`src/timer_pkg.sv`:
```
package timer_pkg;
    localparam int DATA_W = 32;
    localparam int CNT_W = 16;
    localparam int BYTE_W = 8;
    // register byte addresses
    localparam logic [7:0] ADDR_CTRL0 = 8'h00;
    localparam logic [7:0] ADDR_CTRL1 = 8'h04;
    localparam logic [7:0] ADDR_CMPA = 8'h08;
    localparam logic [7:0] ADDR_CMPP = 8'h0C;
    localparam logic [7:0] ADDR_COUNT = 8'h10;
    localparam logic [7:0] ADDR_STATUS = 8'h14;
    // timer_control_one field positions; F_ON is the timer_control_zero bit
    localparam int F_MODE_HI = 7;
    localparam int F_MODE_LO = 6;
    localparam int F_PFS_HI = 5;
    localparam int F_PFS_LO = 4;
    localparam int F_OLS = 3;
    localparam int F_INV = 2;
    localparam int F_SWAP = 1;
    localparam int F_CCLR = 0;
    localparam int F_ON = 0;
    localparam logic [7:0] CTRL_RESET = 8'h00;
    localparam logic [7:0] CMPP_RESET = 8'h00;
    localparam logic [15:0] CMPA_RESET = 16'h0000;
    localparam logic [7:0] P_ZERO = 8'h00;
    localparam logic [15:0] CNT_ZERO = 16'h0000;
    localparam logic [15:0] CNT_ONE = 16'h0001;
    localparam logic [15:0] CNT_MAX = 16'hFFFF;

    typedef enum logic [1:0] {
        MODE_COMPARE = 2'h0,
        MODE_CAPTURE = 2'h1,
        MODE_PWM = 2'h2,
        MODE_TIMER = 2'h3
    } op_mode_t;

    localparam logic [1:0] PF_0 = 2'h0;
    localparam logic [1:0] PF_1 = 2'h1;
    localparam logic [1:0] PF_2 = 2'h2;
    localparam logic [1:0] PF_3 = 2'h3;
endpackage

```
`src/cfg_if.sv`:
```
`timescale 1ns/1ps
interface cfg_if;
    import timer_pkg::*;
    logic [1:0] mode;
    logic [1:0] pin_function_select;
    logic output_level_select;
    logic output_invert;
    logic duty_period_swap;
    logic counter_clear_select;
    logic counter_on;
    logic [7:0] comparator_p_value;
    logic [15:0] comparator_a_value;
    logic [15:0] count;
    logic pulse_done;
    logic capture_event;
    logic [15:0] capture_value;
    modport regs (output mode, pin_function_select, output_level_select, output_invert,
        duty_period_swap, counter_clear_select, counter_on, comparator_p_value,
        comparator_a_value, input count, pulse_done, capture_event, capture_value);
    modport core (input mode, pin_function_select, output_level_select, output_invert,
        duty_period_swap, counter_clear_select, counter_on, comparator_p_value,
        comparator_a_value, output count, pulse_done, capture_event, capture_value);
endinterface

```
`src/timer_core.sv`:
```
`timescale 1ns/1ps
module timer_core
    import timer_pkg::*;
(
    input wire logic pclk,
    input wire logic presetn,
    input wire logic capture_input_pin,
    output logic timer_output_pin,
    output logic timer_output_enable,
    cfg_if.core cfg
);
    logic [15:0] count;
    logic [15:0] next_count;
    logic out_level;
    logic next_out_level;
    logic on_d;
    logic cap_d;
    logic [15:0] cap_val;
    logic [15:0] next_cap_val;
    logic cap_ev;
    logic next_cap_ev;
    logic done;
    logic next_done;
    logic match_a;
    logic match_p;
    logic on_rise;
    logic pwm_active;
    logic [16:0] period;
    logic [16:0] duty;
    logic [16:0] p_span;

    // comparator P sees only the upper byte, so matches land on 256-count steps
    assign match_a = cfg.counter_on && (count == cfg.comparator_a_value);
    assign match_p = cfg.counter_on && (count[15:8] == cfg.comparator_p_value)
        && (count[7:0] == P_ZERO) && (cfg.comparator_p_value != P_ZERO);
    assign on_rise = cfg.counter_on && !on_d;
    // P value 0 means a full 65536 span
    assign p_span = (cfg.comparator_p_value == P_ZERO) ? 17'h10000
        : {1'b0, cfg.comparator_p_value, 8'h00};
    assign period = cfg.duty_period_swap ? {1'b0, cfg.comparator_a_value} : p_span;
    assign duty = cfg.duty_period_swap ? p_span : {1'b0, cfg.comparator_a_value};
    assign pwm_active = ({1'b0, count} < duty) || (duty >= period);

    always_comb begin
        next_count = count;
        next_out_level = out_level;
        next_cap_val = cap_val;
        next_cap_ev = 1'b0;
        next_done = done;
        if (on_rise) begin
            next_count = CNT_ZERO;
            next_done = 1'b0;
            if (cfg.mode == MODE_COMPARE) begin
                next_out_level = cfg.output_level_select;
            end
        end else if (cfg.counter_on && !done) begin
            next_count = count + CNT_ONE;
            case (op_mode_t'(cfg.mode))
                MODE_COMPARE, MODE_TIMER: begin
                    // with clear on A, clear and pin change on the same count edge
                    if (cfg.counter_clear_select ? match_a : match_p) begin
                        next_count = CNT_ZERO;
                    end
                    if (match_a && cfg.mode == MODE_COMPARE) begin
                        case (cfg.pin_function_select)
                            PF_1: next_out_level = 1'b0;
                            PF_2: next_out_level = 1'b1;
                            PF_3: next_out_level = !out_level;
                            default: next_out_level = out_level;
                        endcase
                    end
                end
                MODE_PWM: begin
                    // clear select ignored here
                    if (cfg.pin_function_select == PF_3) begin
                        if (match_a) begin
                            next_done = 1'b1;
                        end
                    end else if ({1'b0, count} == period - 17'h00001) begin
                        next_count = CNT_ZERO;
                    end
                end
                MODE_CAPTURE: begin
                    // counter wraps freely while capturing
                    if (count == CNT_MAX) begin
                        next_count = CNT_ZERO;
                    end
                end
                default: next_count = count;
            endcase
        end
        if (cfg.mode == MODE_CAPTURE && cfg.pin_function_select != PF_3) begin
            case (cfg.pin_function_select)
                PF_0: next_cap_ev = capture_input_pin && !cap_d;
                PF_1: next_cap_ev = !capture_input_pin && cap_d;
                PF_2: next_cap_ev = capture_input_pin != cap_d;
                default: next_cap_ev = 1'b0;
            endcase
            if (next_cap_ev) begin
                next_cap_val = count;
            end
        end
    end

    always_ff @(posedge pclk or negedge presetn) begin
        if (!presetn) begin
            count <= CNT_ZERO;
            out_level <= 1'b0;
            on_d <= 1'b0;
            cap_d <= 1'b0;
            cap_val <= CNT_ZERO;
            cap_ev <= 1'b0;
            done <= 1'b0;
        end else begin
            count <= next_count;
            out_level <= next_out_level;
            on_d <= cfg.counter_on;
            cap_d <= capture_input_pin;
            cap_val <= next_cap_val;
            cap_ev <= next_cap_ev;
            done <= next_done;
        end
    end

    logic pin_raw;
    always_comb begin
        pin_raw = out_level;
        if (cfg.mode == MODE_PWM) begin
            case (cfg.pin_function_select)
                PF_0: pin_raw = !cfg.output_level_select;
                PF_1: pin_raw = cfg.output_level_select;
                PF_2: pin_raw = pwm_active ~^ cfg.output_level_select;
                default: pin_raw = (cfg.counter_on && !done) ~^ cfg.output_level_select;
            endcase
        end
    end

    logic pin_q;
    logic next_pin_q;
    always_comb begin
        next_pin_q = pin_raw ^ cfg.output_invert;
    end
    always_ff @(posedge pclk or negedge presetn) begin
        if (!presetn) begin
            pin_q <= 1'b0;
        end else begin
            pin_q <= next_pin_q;
        end
    end

    // timer/counter and capture modes release the pin
    assign timer_output_pin = pin_q;
    assign timer_output_enable = (cfg.mode == MODE_COMPARE) || (cfg.mode == MODE_PWM);
    assign cfg.count = count;
    assign cfg.pulse_done = done;
    assign cfg.capture_event = cap_ev;
    assign cfg.capture_value = cap_val;
endmodule

```
`src/timer_output_compare_control.sv`:
```
`timescale 1ns/1ps
module timer_output_compare_control
    import timer_pkg::*;
(
    input wire logic pclk,
    input wire logic presetn,
    input wire logic psel,
    input wire logic penable,
    input wire logic pwrite,
    input wire logic [7:0] paddr,
    input wire logic [31:0] pwdata,
    output logic [31:0] prdata,
    output logic pready,
    output logic pslverr,
    input wire logic capture_input_pin,
    output logic timer_output_pin,
    output logic timer_output_enable
);
    cfg_if cfg();

    logic [7:0] timer_control_zero;
    logic [7:0] next_timer_control_zero;
    logic [7:0] timer_control_one;
    logic [7:0] next_timer_control_one;
    logic [15:0] cmpa;
    logic [15:0] next_cmpa;
    logic [7:0] period_compare_high_byte;
    logic [7:0] next_period_compare_high_byte;
    logic [31:0] next_prdata;
    logic capture_seen;
    logic next_capture_seen;

    function automatic logic addr_known(input logic [7:0] a);
        return a == ADDR_CTRL0 || a == ADDR_CTRL1 || a == ADDR_CMPA
            || a == ADDR_CMPP || a == ADDR_COUNT || a == ADDR_STATUS;
    endfunction

    logic wr;
    logic rd;
    logic rd_setup;
    logic done_d;
    logic next_done_d;
    assign wr = psel && penable && pwrite && addr_known(paddr);
    assign rd = psel && penable && !pwrite;
    // read data loaded in setup so it already stands when pready is sampled
    assign rd_setup = psel && !penable && !pwrite;
    assign pready = 1'b1;
    assign pslverr = psel && penable && !addr_known(paddr);

    always_comb begin
        next_timer_control_zero = timer_control_zero;
        next_timer_control_one = timer_control_one;
        next_cmpa = cmpa;
        next_period_compare_high_byte = period_compare_high_byte;
        next_prdata = prdata;
        next_capture_seen = capture_seen || cfg.capture_event;
        next_done_d = cfg.pulse_done;
        if (cfg.pulse_done && !done_d) begin
            // only the end of the pulse drops counter on; a stale done flag
            // must not undo a restart
            next_timer_control_zero[F_ON] = 1'b0;
        end
        if (wr) begin
            case (paddr)
                ADDR_CTRL0: next_timer_control_zero = {7'h00, pwdata[F_ON]};
                ADDR_CTRL1: next_timer_control_one = pwdata[7:0];
                ADDR_CMPA: next_cmpa = pwdata[15:0];
                ADDR_CMPP: next_period_compare_high_byte = pwdata[7:0];
                default: next_cmpa = cmpa;
            endcase
        end
        if (rd_setup) begin
            case (paddr)
                ADDR_CTRL0: next_prdata = {24'h000000, timer_control_zero};
                ADDR_CTRL1: next_prdata = {24'h000000, timer_control_one};
                ADDR_CMPA: next_prdata = {16'h0000, cmpa};
                ADDR_CMPP: next_prdata = {24'h000000, period_compare_high_byte};
                ADDR_COUNT: next_prdata = {16'h0000, cfg.count};
                ADDR_STATUS: next_prdata = {cfg.capture_value, 14'h0000,
                    cfg.pulse_done, capture_seen};
                default: next_prdata = 32'h00000000;
            endcase
        end
        // status read clears only the flag it reported; a new event still wins
        if (rd && paddr == ADDR_STATUS) begin
            next_capture_seen = (capture_seen && !prdata[0]) || cfg.capture_event;
        end
    end

    // register values feed the core combinationally; bus read data is registered
    always_ff @(posedge pclk or negedge presetn) begin
        if (!presetn) begin
            timer_control_zero <= CTRL_RESET;
            timer_control_one <= CTRL_RESET;
            cmpa <= CMPA_RESET;
            period_compare_high_byte <= CMPP_RESET;
            prdata <= 32'h00000000;
            capture_seen <= 1'b0;
            done_d <= 1'b0;
        end else begin
            timer_control_zero <= next_timer_control_zero;
            timer_control_one <= next_timer_control_one;
            cmpa <= next_cmpa;
            period_compare_high_byte <= next_period_compare_high_byte;
            prdata <= next_prdata;
            capture_seen <= next_capture_seen;
            done_d <= next_done_d;
        end
    end

    assign cfg.mode = timer_control_one[F_MODE_HI:F_MODE_LO];
    assign cfg.pin_function_select = timer_control_one[F_PFS_HI:F_PFS_LO];
    assign cfg.output_level_select = timer_control_one[F_OLS];
    assign cfg.output_invert = timer_control_one[F_INV];
    assign cfg.duty_period_swap = timer_control_one[F_SWAP];
    assign cfg.counter_clear_select = timer_control_one[F_CCLR];
    assign cfg.counter_on = timer_control_zero[F_ON];
    assign cfg.comparator_p_value = period_compare_high_byte;
    assign cfg.comparator_a_value = cmpa;

    timer_core u_core (
        .pclk(pclk),
        .presetn(presetn),
        .capture_input_pin(capture_input_pin),
        .timer_output_pin(timer_output_pin),
        .timer_output_enable(timer_output_enable),
        .cfg(cfg)
    );
endmodule

```
`config.mk`:
```
export PLATFORM = sky130hd
export DESIGN_NAME = timer_output_compare_control
export DESIGN_NICKNAME = d
export VERILOG_FILES = /design/src/timer_pkg.sv /design/src/cfg_if.sv /design/src/timer_core.sv /design/src/timer_output_compare_control.sv
export SDC_FILE = /design/constraint.sdc
export NUM_CORES = 1
export LEC_CHECK = 0
export BUFFER_PORTS_ARGS = -buffer_cell sky130_fd_sc_hd__clkbuf_2
export CAP_MARGIN = 20
export CORE_ASPECT_RATIO = 0.7
export CORE_MARGIN = 2
export CORE_UTILIZATION = 36
export DETAILED_ROUTE_END_ITERATION = 8
export SYNTH_ARGS = -nofsm -noshare
export SYNTH_HDL_FRONTEND = slang
export SYNTH_SLANG_ARGS = --single-unit
```
`constraint.sdc`:
```
create_clock -name pclk -period 3.42 [get_ports pclk]
set_clock_uncertainty 0.1 [all_clocks]
set_input_delay 0.513 -clock pclk [delete_from_list [all_inputs] [get_ports pclk]]
set_output_delay 0.513 -clock pclk [all_outputs]
set_load 0.01 [all_outputs]
```
==> results of run 1 <==
[sequential cells by signal, indices dropped and copies added (netlist names), 8 cells and up]
register / flops
u_core.cfg.capture_value: 16
cfg.comparator_a_value: 16
u_core.cfg.count: 16
timer_control_one: 8
prdata: 32
cfg.comparator_p_value: 8
[final timing paths]
path | from | to | slack (ps) | depth (start not counted)
max | cfg.comparator_a_value[0]$_DFFE_PN0P_ | u_core.cfg.count[6]$_DFFE_PN0P_ | 260 | 9
min | presetn | timer_control_one[2]$_DFFE_PN0P_ | -7 | 1
max reg2reg | cfg.comparator_a_value[0]$_DFFE_PN0P_ | u_core.cfg.count[6]$_DFFE_PN0P_ | 260 | 9
min reg2reg | u_core.cfg.capture_event$_DFF_PN0_ | capture_seen$_DFF_PN0_ | 330 | 1
max in group asynchronous | presetn | prdata[9]$_DFFE_PN0P_ | 2480 | 2
min in group pclk | capture_input_pin | u_core.cap_d$_DFF_PN0_ | 200 | 1
[routing by layer]
metal | vias up | wire, microns
li1 | 2795 | -
met2 | 213 | 8110
met5 | - | 0
met1 | 2843 | 10060
met3 | 31 | 1497
met4 | 0 | 357
[cell usage after synthesis (all sizes together) (8+ instances only)]
cell    instances  area (sq um)
nor2b          12         75.07
nand4          14         87.58
a21oi          17         96.35
mux2i          12         136.4
a221oi         10         87.58
xnor2          27         236.5
nand2b         10         62.56
xor2           12         105.1
nor2           59         229.0
nand3          34         170.2
clkbuf         35         131.4
o22ai           9         56.30
o211ai          9         72.57
o21ai          30         153.9
ha             35         437.9
and2            8         50.05
a31oi           8         50.05
mux2           53         596.8
dfrtp         105          2628
nand2          92         345.3
buf            21         126.4
nor3           18         90.09
inv            27         101.4
[cells in the final DEF (no fill, tap or decap), types with 4 or more instances in the layout]
cell and n:
dfrtp_1 104, nand2_1 92, clkbuf_2 63, nor2_1 58, mux2_2 53, ha_1 35, buf_4 35, nand3_1 34
inv_1 27, xnor2_1 26, o21ai_0 25, nor3_1 17, a21oi_1 16, nand4_1 14, nor2b_1 12, xor2_1 12
mux2i_1 10, nand2b_1 10, a221oi_1 10, o22ai_1 9, clkbuf_16 9, o211ai_1 8, and2_1 8, a31oi_1 8
a222oi_1 7, and3_1 6, nor4b_1 6, nor3b_1 5, nor4_1 5, or2_2 5, o21ai_1 4
[cell families after synthesis]
logic type / count (synthesis) / share of synthesized area
AO/OA/AOI/OAI: 128 / 0.1319
XOR/XNOR: 39 / 0.04931
other: 1 / 0.0005414
AND/OR/NAND/NOR: 296 / 0.2180
buffers and inverters: 83 / 0.05184
multiplexers: 65 / 0.1059
flip-flops: 105 / 0.3793
adder cells (fa/ha/maj): 35 / 0.06322
[where the power goes]
part	internal [mW]	switching [mW]	total, mW
clock	0.591	0.540	1.13
sequential	1.30	0.0497	1.35
combinational	0.285	0.409	0.695
[layout make-up]
type | count | share of cell area
clock buffer | 9 | 0.02836
clock inverter | 7 | 0.01197
timing repair buffer | 100 | 0.07783
tap | 242 | 0.03813
sequential | 105 | 0.3310
multi-input combinational | 564 | 0.4999
inverter | 27 | 0.01276
==> impl_metrics.tcl, run 1 <==
set metrics [dict create \
    first_pass_iters 6 \
    rsz0062_at_grt "no" \
    crit_buf_inv 0 \
    place_ws_ps 301.3 \
    grt_first_pass_wirelength_mm 31.88 \
    synth_edf_count 0 \
    worstHoldPathType "input pin to async pin" \
    status "finished, violations left" \
    ys_seq_elements 105 \
    rows 42 \
    die_w_microns 169.8 \
    drive_gt1_frac 0.2365 \
    nets 888 \
    dp_hpwl_mm 14.84 \
    h-tree-depth 3 \
    nFillCells 1885 \
    routedWlPerCell_microns 19.00 \
    vias 5882 \
    viasPerCell 5.581 \
    final_util 0.4209 \
    grt_usage 0.2035 \
    cts_resized 0 \
    clkTransAtPathRegs_ps 80 \
    maxClockFrequency_mhz 316.3 \
    cts_setup_buffers 0 \
    max_stage_delay_ps 580 \
    start_util 0.3672 \
    synth_cells 752 \
    cellPowerDensity_mw_per_mm2 400.5 \
    gp_congestion 0.9103 \
    setup-tns-final_ps 0 \
    hold_viol_final 9 \
    grt_start_max_net_pins 75 \
    cts_tree "yes" \
    drc 0 \
    slew_headroom 0.3875 \
    clock_path_buffers 2 \
    wl_mm 20.03 \
    synthToLayoutAreaGrowth_pct 14.65 \
    dieArea_sq_mm 0.02038 \
    ant_nets 0 \
    cts.sinks 105 \
    finalCritPeriodShare 0.9244 \
    overflow 0 \
    crit_slowest_cell "o41ai_1" \
    setup_viol 0 \
    ctsHoldBuffers 0 \
    grt_util_met1 0.3094 \
    tightest_slew_ps 916.5 \
    failed_checks "negative hold slack" \
    dp.cells 1038 \
    power.total_mw 3.181 \
    cp_top_family "compound AO/OA/AOI/OAI gates" \
    use_met3 0.04683 \
    clock_latency_ps 360 \
    yosys.cell_types.count 77 \
    fin_crit_ps 3161 \
    setup_ws_ps 258.6 \
    cp-start-kind "flop" \
    syn_area_sq_mm 0.006927 \
    endpoint_kind "flop" \
    core_sq_mm 0.01887 \
    synth_flop_cell "dfrtp_1" \
    io_pins 82 \
    avgSynthCellArea_sq_um 9.211 \
    peakVddDrop_mv 0.2624 \
    path_max_fanout 16 \
    placed_area_sq_mm 0.007621 \
    p_leak_nw 3.660 \
    use_met2 0.2890 \
    die_h_microns 120.1 \
    async_reset_ff_frac 1.000 \
    seqCellArea_sq_mm 0.002629 \
    antenna_found_initial 0 \
    ys_seq_area_frac 0.3793 \
    instances_no_fill 1054 \
    finalInstanceArea_sq_mm 0.007941 \
    first_iter_violations 546 \
    cts_made_buffers 9 \
    yosysWarnings 0 \
    path_class "flop to flop" \
    num_antenna_cells 0 \
    cp_cell_sequence "nand2_1 -> ha_1 -> nor4b_1 -> a21oi_1 -> o41ai_1 -> a2111oi_4 -> a21oi_4 -> nor2_4 -> o211ai_1" \
    maxCapViolCount 0 \
    drv_slew 0 \
    syn_nets 833 \
    port_buffers 64 \
    required_ps 3580 \
    worstPathArrival_ps 3320 \
    multiInputGateArea_sq_mm 0.003970 \
    grt_pass1_vias 5661 \
    fin_hold_ws_ps -6.980 \
    busiest_layer "met1" \
    ctsRootBufferMaster "clkbuf_16" \
]
Power figures use the tool's default switching activity.
==> run 2: changes to the inputs <==
--- a/config.mk
+++ b/config.mk
@@ -6,11 +6,12 @@
 export NUM_CORES = 1
 export LEC_CHECK = 0
 export BUFFER_PORTS_ARGS = -buffer_cell sky130_fd_sc_hd__clkbuf_2
-export CAP_MARGIN = 20
+export CAP_MARGIN = 10
 export CORE_ASPECT_RATIO = 0.7
 export CORE_MARGIN = 2
-export CORE_UTILIZATION = 36
+export CORE_UTILIZATION = 54
 export DETAILED_ROUTE_END_ITERATION = 8
+export PLACE_DENSITY = 0.78
 export SYNTH_ARGS = -nofsm -noshare
 export SYNTH_HDL_FRONTEND = slang
 export SYNTH_SLANG_ARGS = --single-unit
==> run 2 against run 1 <==
Against the previous run:
- the run now ends clean
- via count up 4.9%
- final cell count is 8.4% lower
- sequential power increased by 3%
- combinational power down 4.3%
- highest routed layer unchanged
==> impl_metrics.tcl, run 2 (synthesis gave the netlist of run 1 again) <==
set metrics [dict create \
    grt_usage 0.3033 \
    mostFrequentLayoutCell "dfrtp_1" \
    p_leak_nw 3.600 \
    seqCellArea_sq_mm 0.002629 \
    endpoint_kind "flop" \
    synthToLayoutAreaGrowth_pct 11.90 \
    required_ps 3540 \
    rsz0062_at_grt "no" \
    h-tree-depth 3 \
    num_antenna_cells 0 \
    peakVddDrop_mv 0.2945 \
    cellPowerDensity_mw_per_mm2 403.1 \
    ctsHoldBuffers 0 \
    die_h_microns 98.76 \
    largest_register_ffs 32 \
    rows 34 \
    cts_tree "yes" \
    grt_pass1_vias 6028 \
    nFillCells 1011 \
    nets 879 \
    gp_congestion 0.9863 \
    tightest_slew_ps 898.9 \
    core_sq_mm 0.01246 \
    wl_mm 20.41 \
    rr_worst_depth 10 \
    grt_start_max_net_pins 59 \
    ctsRootBufferMaster "clkbuf_16" \
    multiInputGateArea_sq_mm 0.003973 \
    grt_first_pass_wirelength_mm 32.44 \
    path_depth 10 \
    fin_crit_ps 3242 \
    worstHoldPathType "input pin to async pin" \
    hold_viol_final 0 \
    path_max_fanout 16 \
    maxCapViolCount 0 \
    io_pins 82 \
    final_cell_mix "dfrtp_1, nand2_1, clkbuf_2, nor2_1, mux2_2" \
    routedWlPerCell_microns 21.15 \
    drive_gt1_frac 0.2279 \
    clock_latency_ps 360 \
    regToRegStartpoint "cfg.comparator_a_value[1]$_DFFE_PN0P_" \
    reg2reg_to "u_core.cfg.count[5]$_DFFE_PN0P_" \
    cp_top_family "compound AO/OA/AOI/OAI gates" \
    clkTransAtPathRegs_ps 80 \
    cp-start-kind "flop" \
    status "finished clean" \
    ant_nets 0 \
    maxClockFrequency_mhz 308.5 \
    cts_made_buffers 9 \
    dp_hpwl_mm 14.69 \
    vias 6172 \
    path_class "flop to flop" \
    drc 0 \
    dieArea_sq_mm 0.01376 \
    endpoint "u_core.cfg.count[5]$_DFFE_PN0P_" \
    viasPerCell 6.396 \
    cts_setup_buffers 0 \
    drv_slew 0 \
    first_iter_violations 724 \
    overflow 0 \
    crit_slowest_cell "dfrtp_1" \
    setup-tns-final_ps 0 \
    regMostFlops "prdata" \
    crit_buf_inv 0 \
    worstPathArrival_ps 3360 \
    setup_ws_ps 178.3 \
    port_buffers 64 \
    clock_path_buffers 2 \
    setup_viol 0 \
    finalCritPeriodShare 0.9479 \
    cts_resized 0 \
    cts.sinks 105 \
    first_pass_iters 6 \
    start_util 0.5557 \
    slew_headroom 0.3993 \
    crit_start "cfg.comparator_a_value[1]$_DFFE_PN0P_" \
    max_stage_delay_ps 550 \
    r2r_slack_ps 180 \
    die_w_microns 139.4 \
    antenna_found_initial 0 \
    cp_cell_sequence "nand2_1 -> ha_1 -> xnor2_2 -> xnor2_1 -> o211ai_1 -> nand4_1 -> a2111oi_4 -> a21oi_4 -> nor2_4 -> o221ai_1" \
    place_ws_ps 97.21 \
]
## run 2: cell type report
cell class	instances	share of cell area
Inverter	27	0.01308
Sequential cell	105	0.3391
Multi-Input combinational cell	564	0.5125
Timing Repair Buffer	91	0.07103
Clock inverter	7	0.009040
Clock buffer	9	0.02906
Tap cell	162	0.02615
## run 2: routing by layer
layer | part of all wire | GRT usage | vias to the layer above | wire [microns]
met3 | 0.10 | 0.09621 | 33 | 2045
met4 | 0.016 | 0.07848 | 0 | 327
met1 | 0.44 | 0.4208 | 3052 | 8909
met2 | 0.45 | 0.4646 | 304 | 9126
met5 | 0 | 0 | - | 0
li1 | - | - | 2783 | -
## run 2: how the worst min path moves through the flow
stage / from / end / cells after the start
floorplan: presetn / capture_seen$_DFF_PN0_ / 0
global route: presetn / cfg.comparator_p_value[0]$_DFFE_PN0P_ / 1
CTS: presetn / cfg.comparator_p_value[0]$_DFFE_PN0P_ / 1
detailed placement: u_core.cfg.capture_event$_DFF_PN0_ / capture_seen$_DFF_PN0_ / 1
finish: presetn / cfg.comparator_p_value[0]$_DFFE_PN0P_ / 1
global placement: u_core.cfg.capture_event$_DFF_PN0_ / capture_seen$_DFF_PN0_ / 1
## run 2: power breakdown
part           total (mW)  leakage (nW)  internal, mW  switching, mW
clock network        1.06         0.147         0.520          0.544
logic               0.665          2.04         0.278          0.387
registers            1.39          1.41          1.30         0.0908
## run 2: metrics by stage
step | utilization | std cells | area, sq um | total power [mW] | hold WS [ps]
after floorplan | - | 752 | 6954 | 1.799 | 117.4
after global placement | 0.5976 | 949 | 7448 | 2.031 | 315.1
after detailed placement | 0.5976 | 949 | 7448 | 2.063 | 331.8
after CTS | 0.6213 | 965 | 7744 | 3.100 | 129.9
after global routing | 0.6219 | 965 | 7751 | 3.234 | 149.9
final | 0.6219 | 965 | 7751 | 3.124 | 98.11
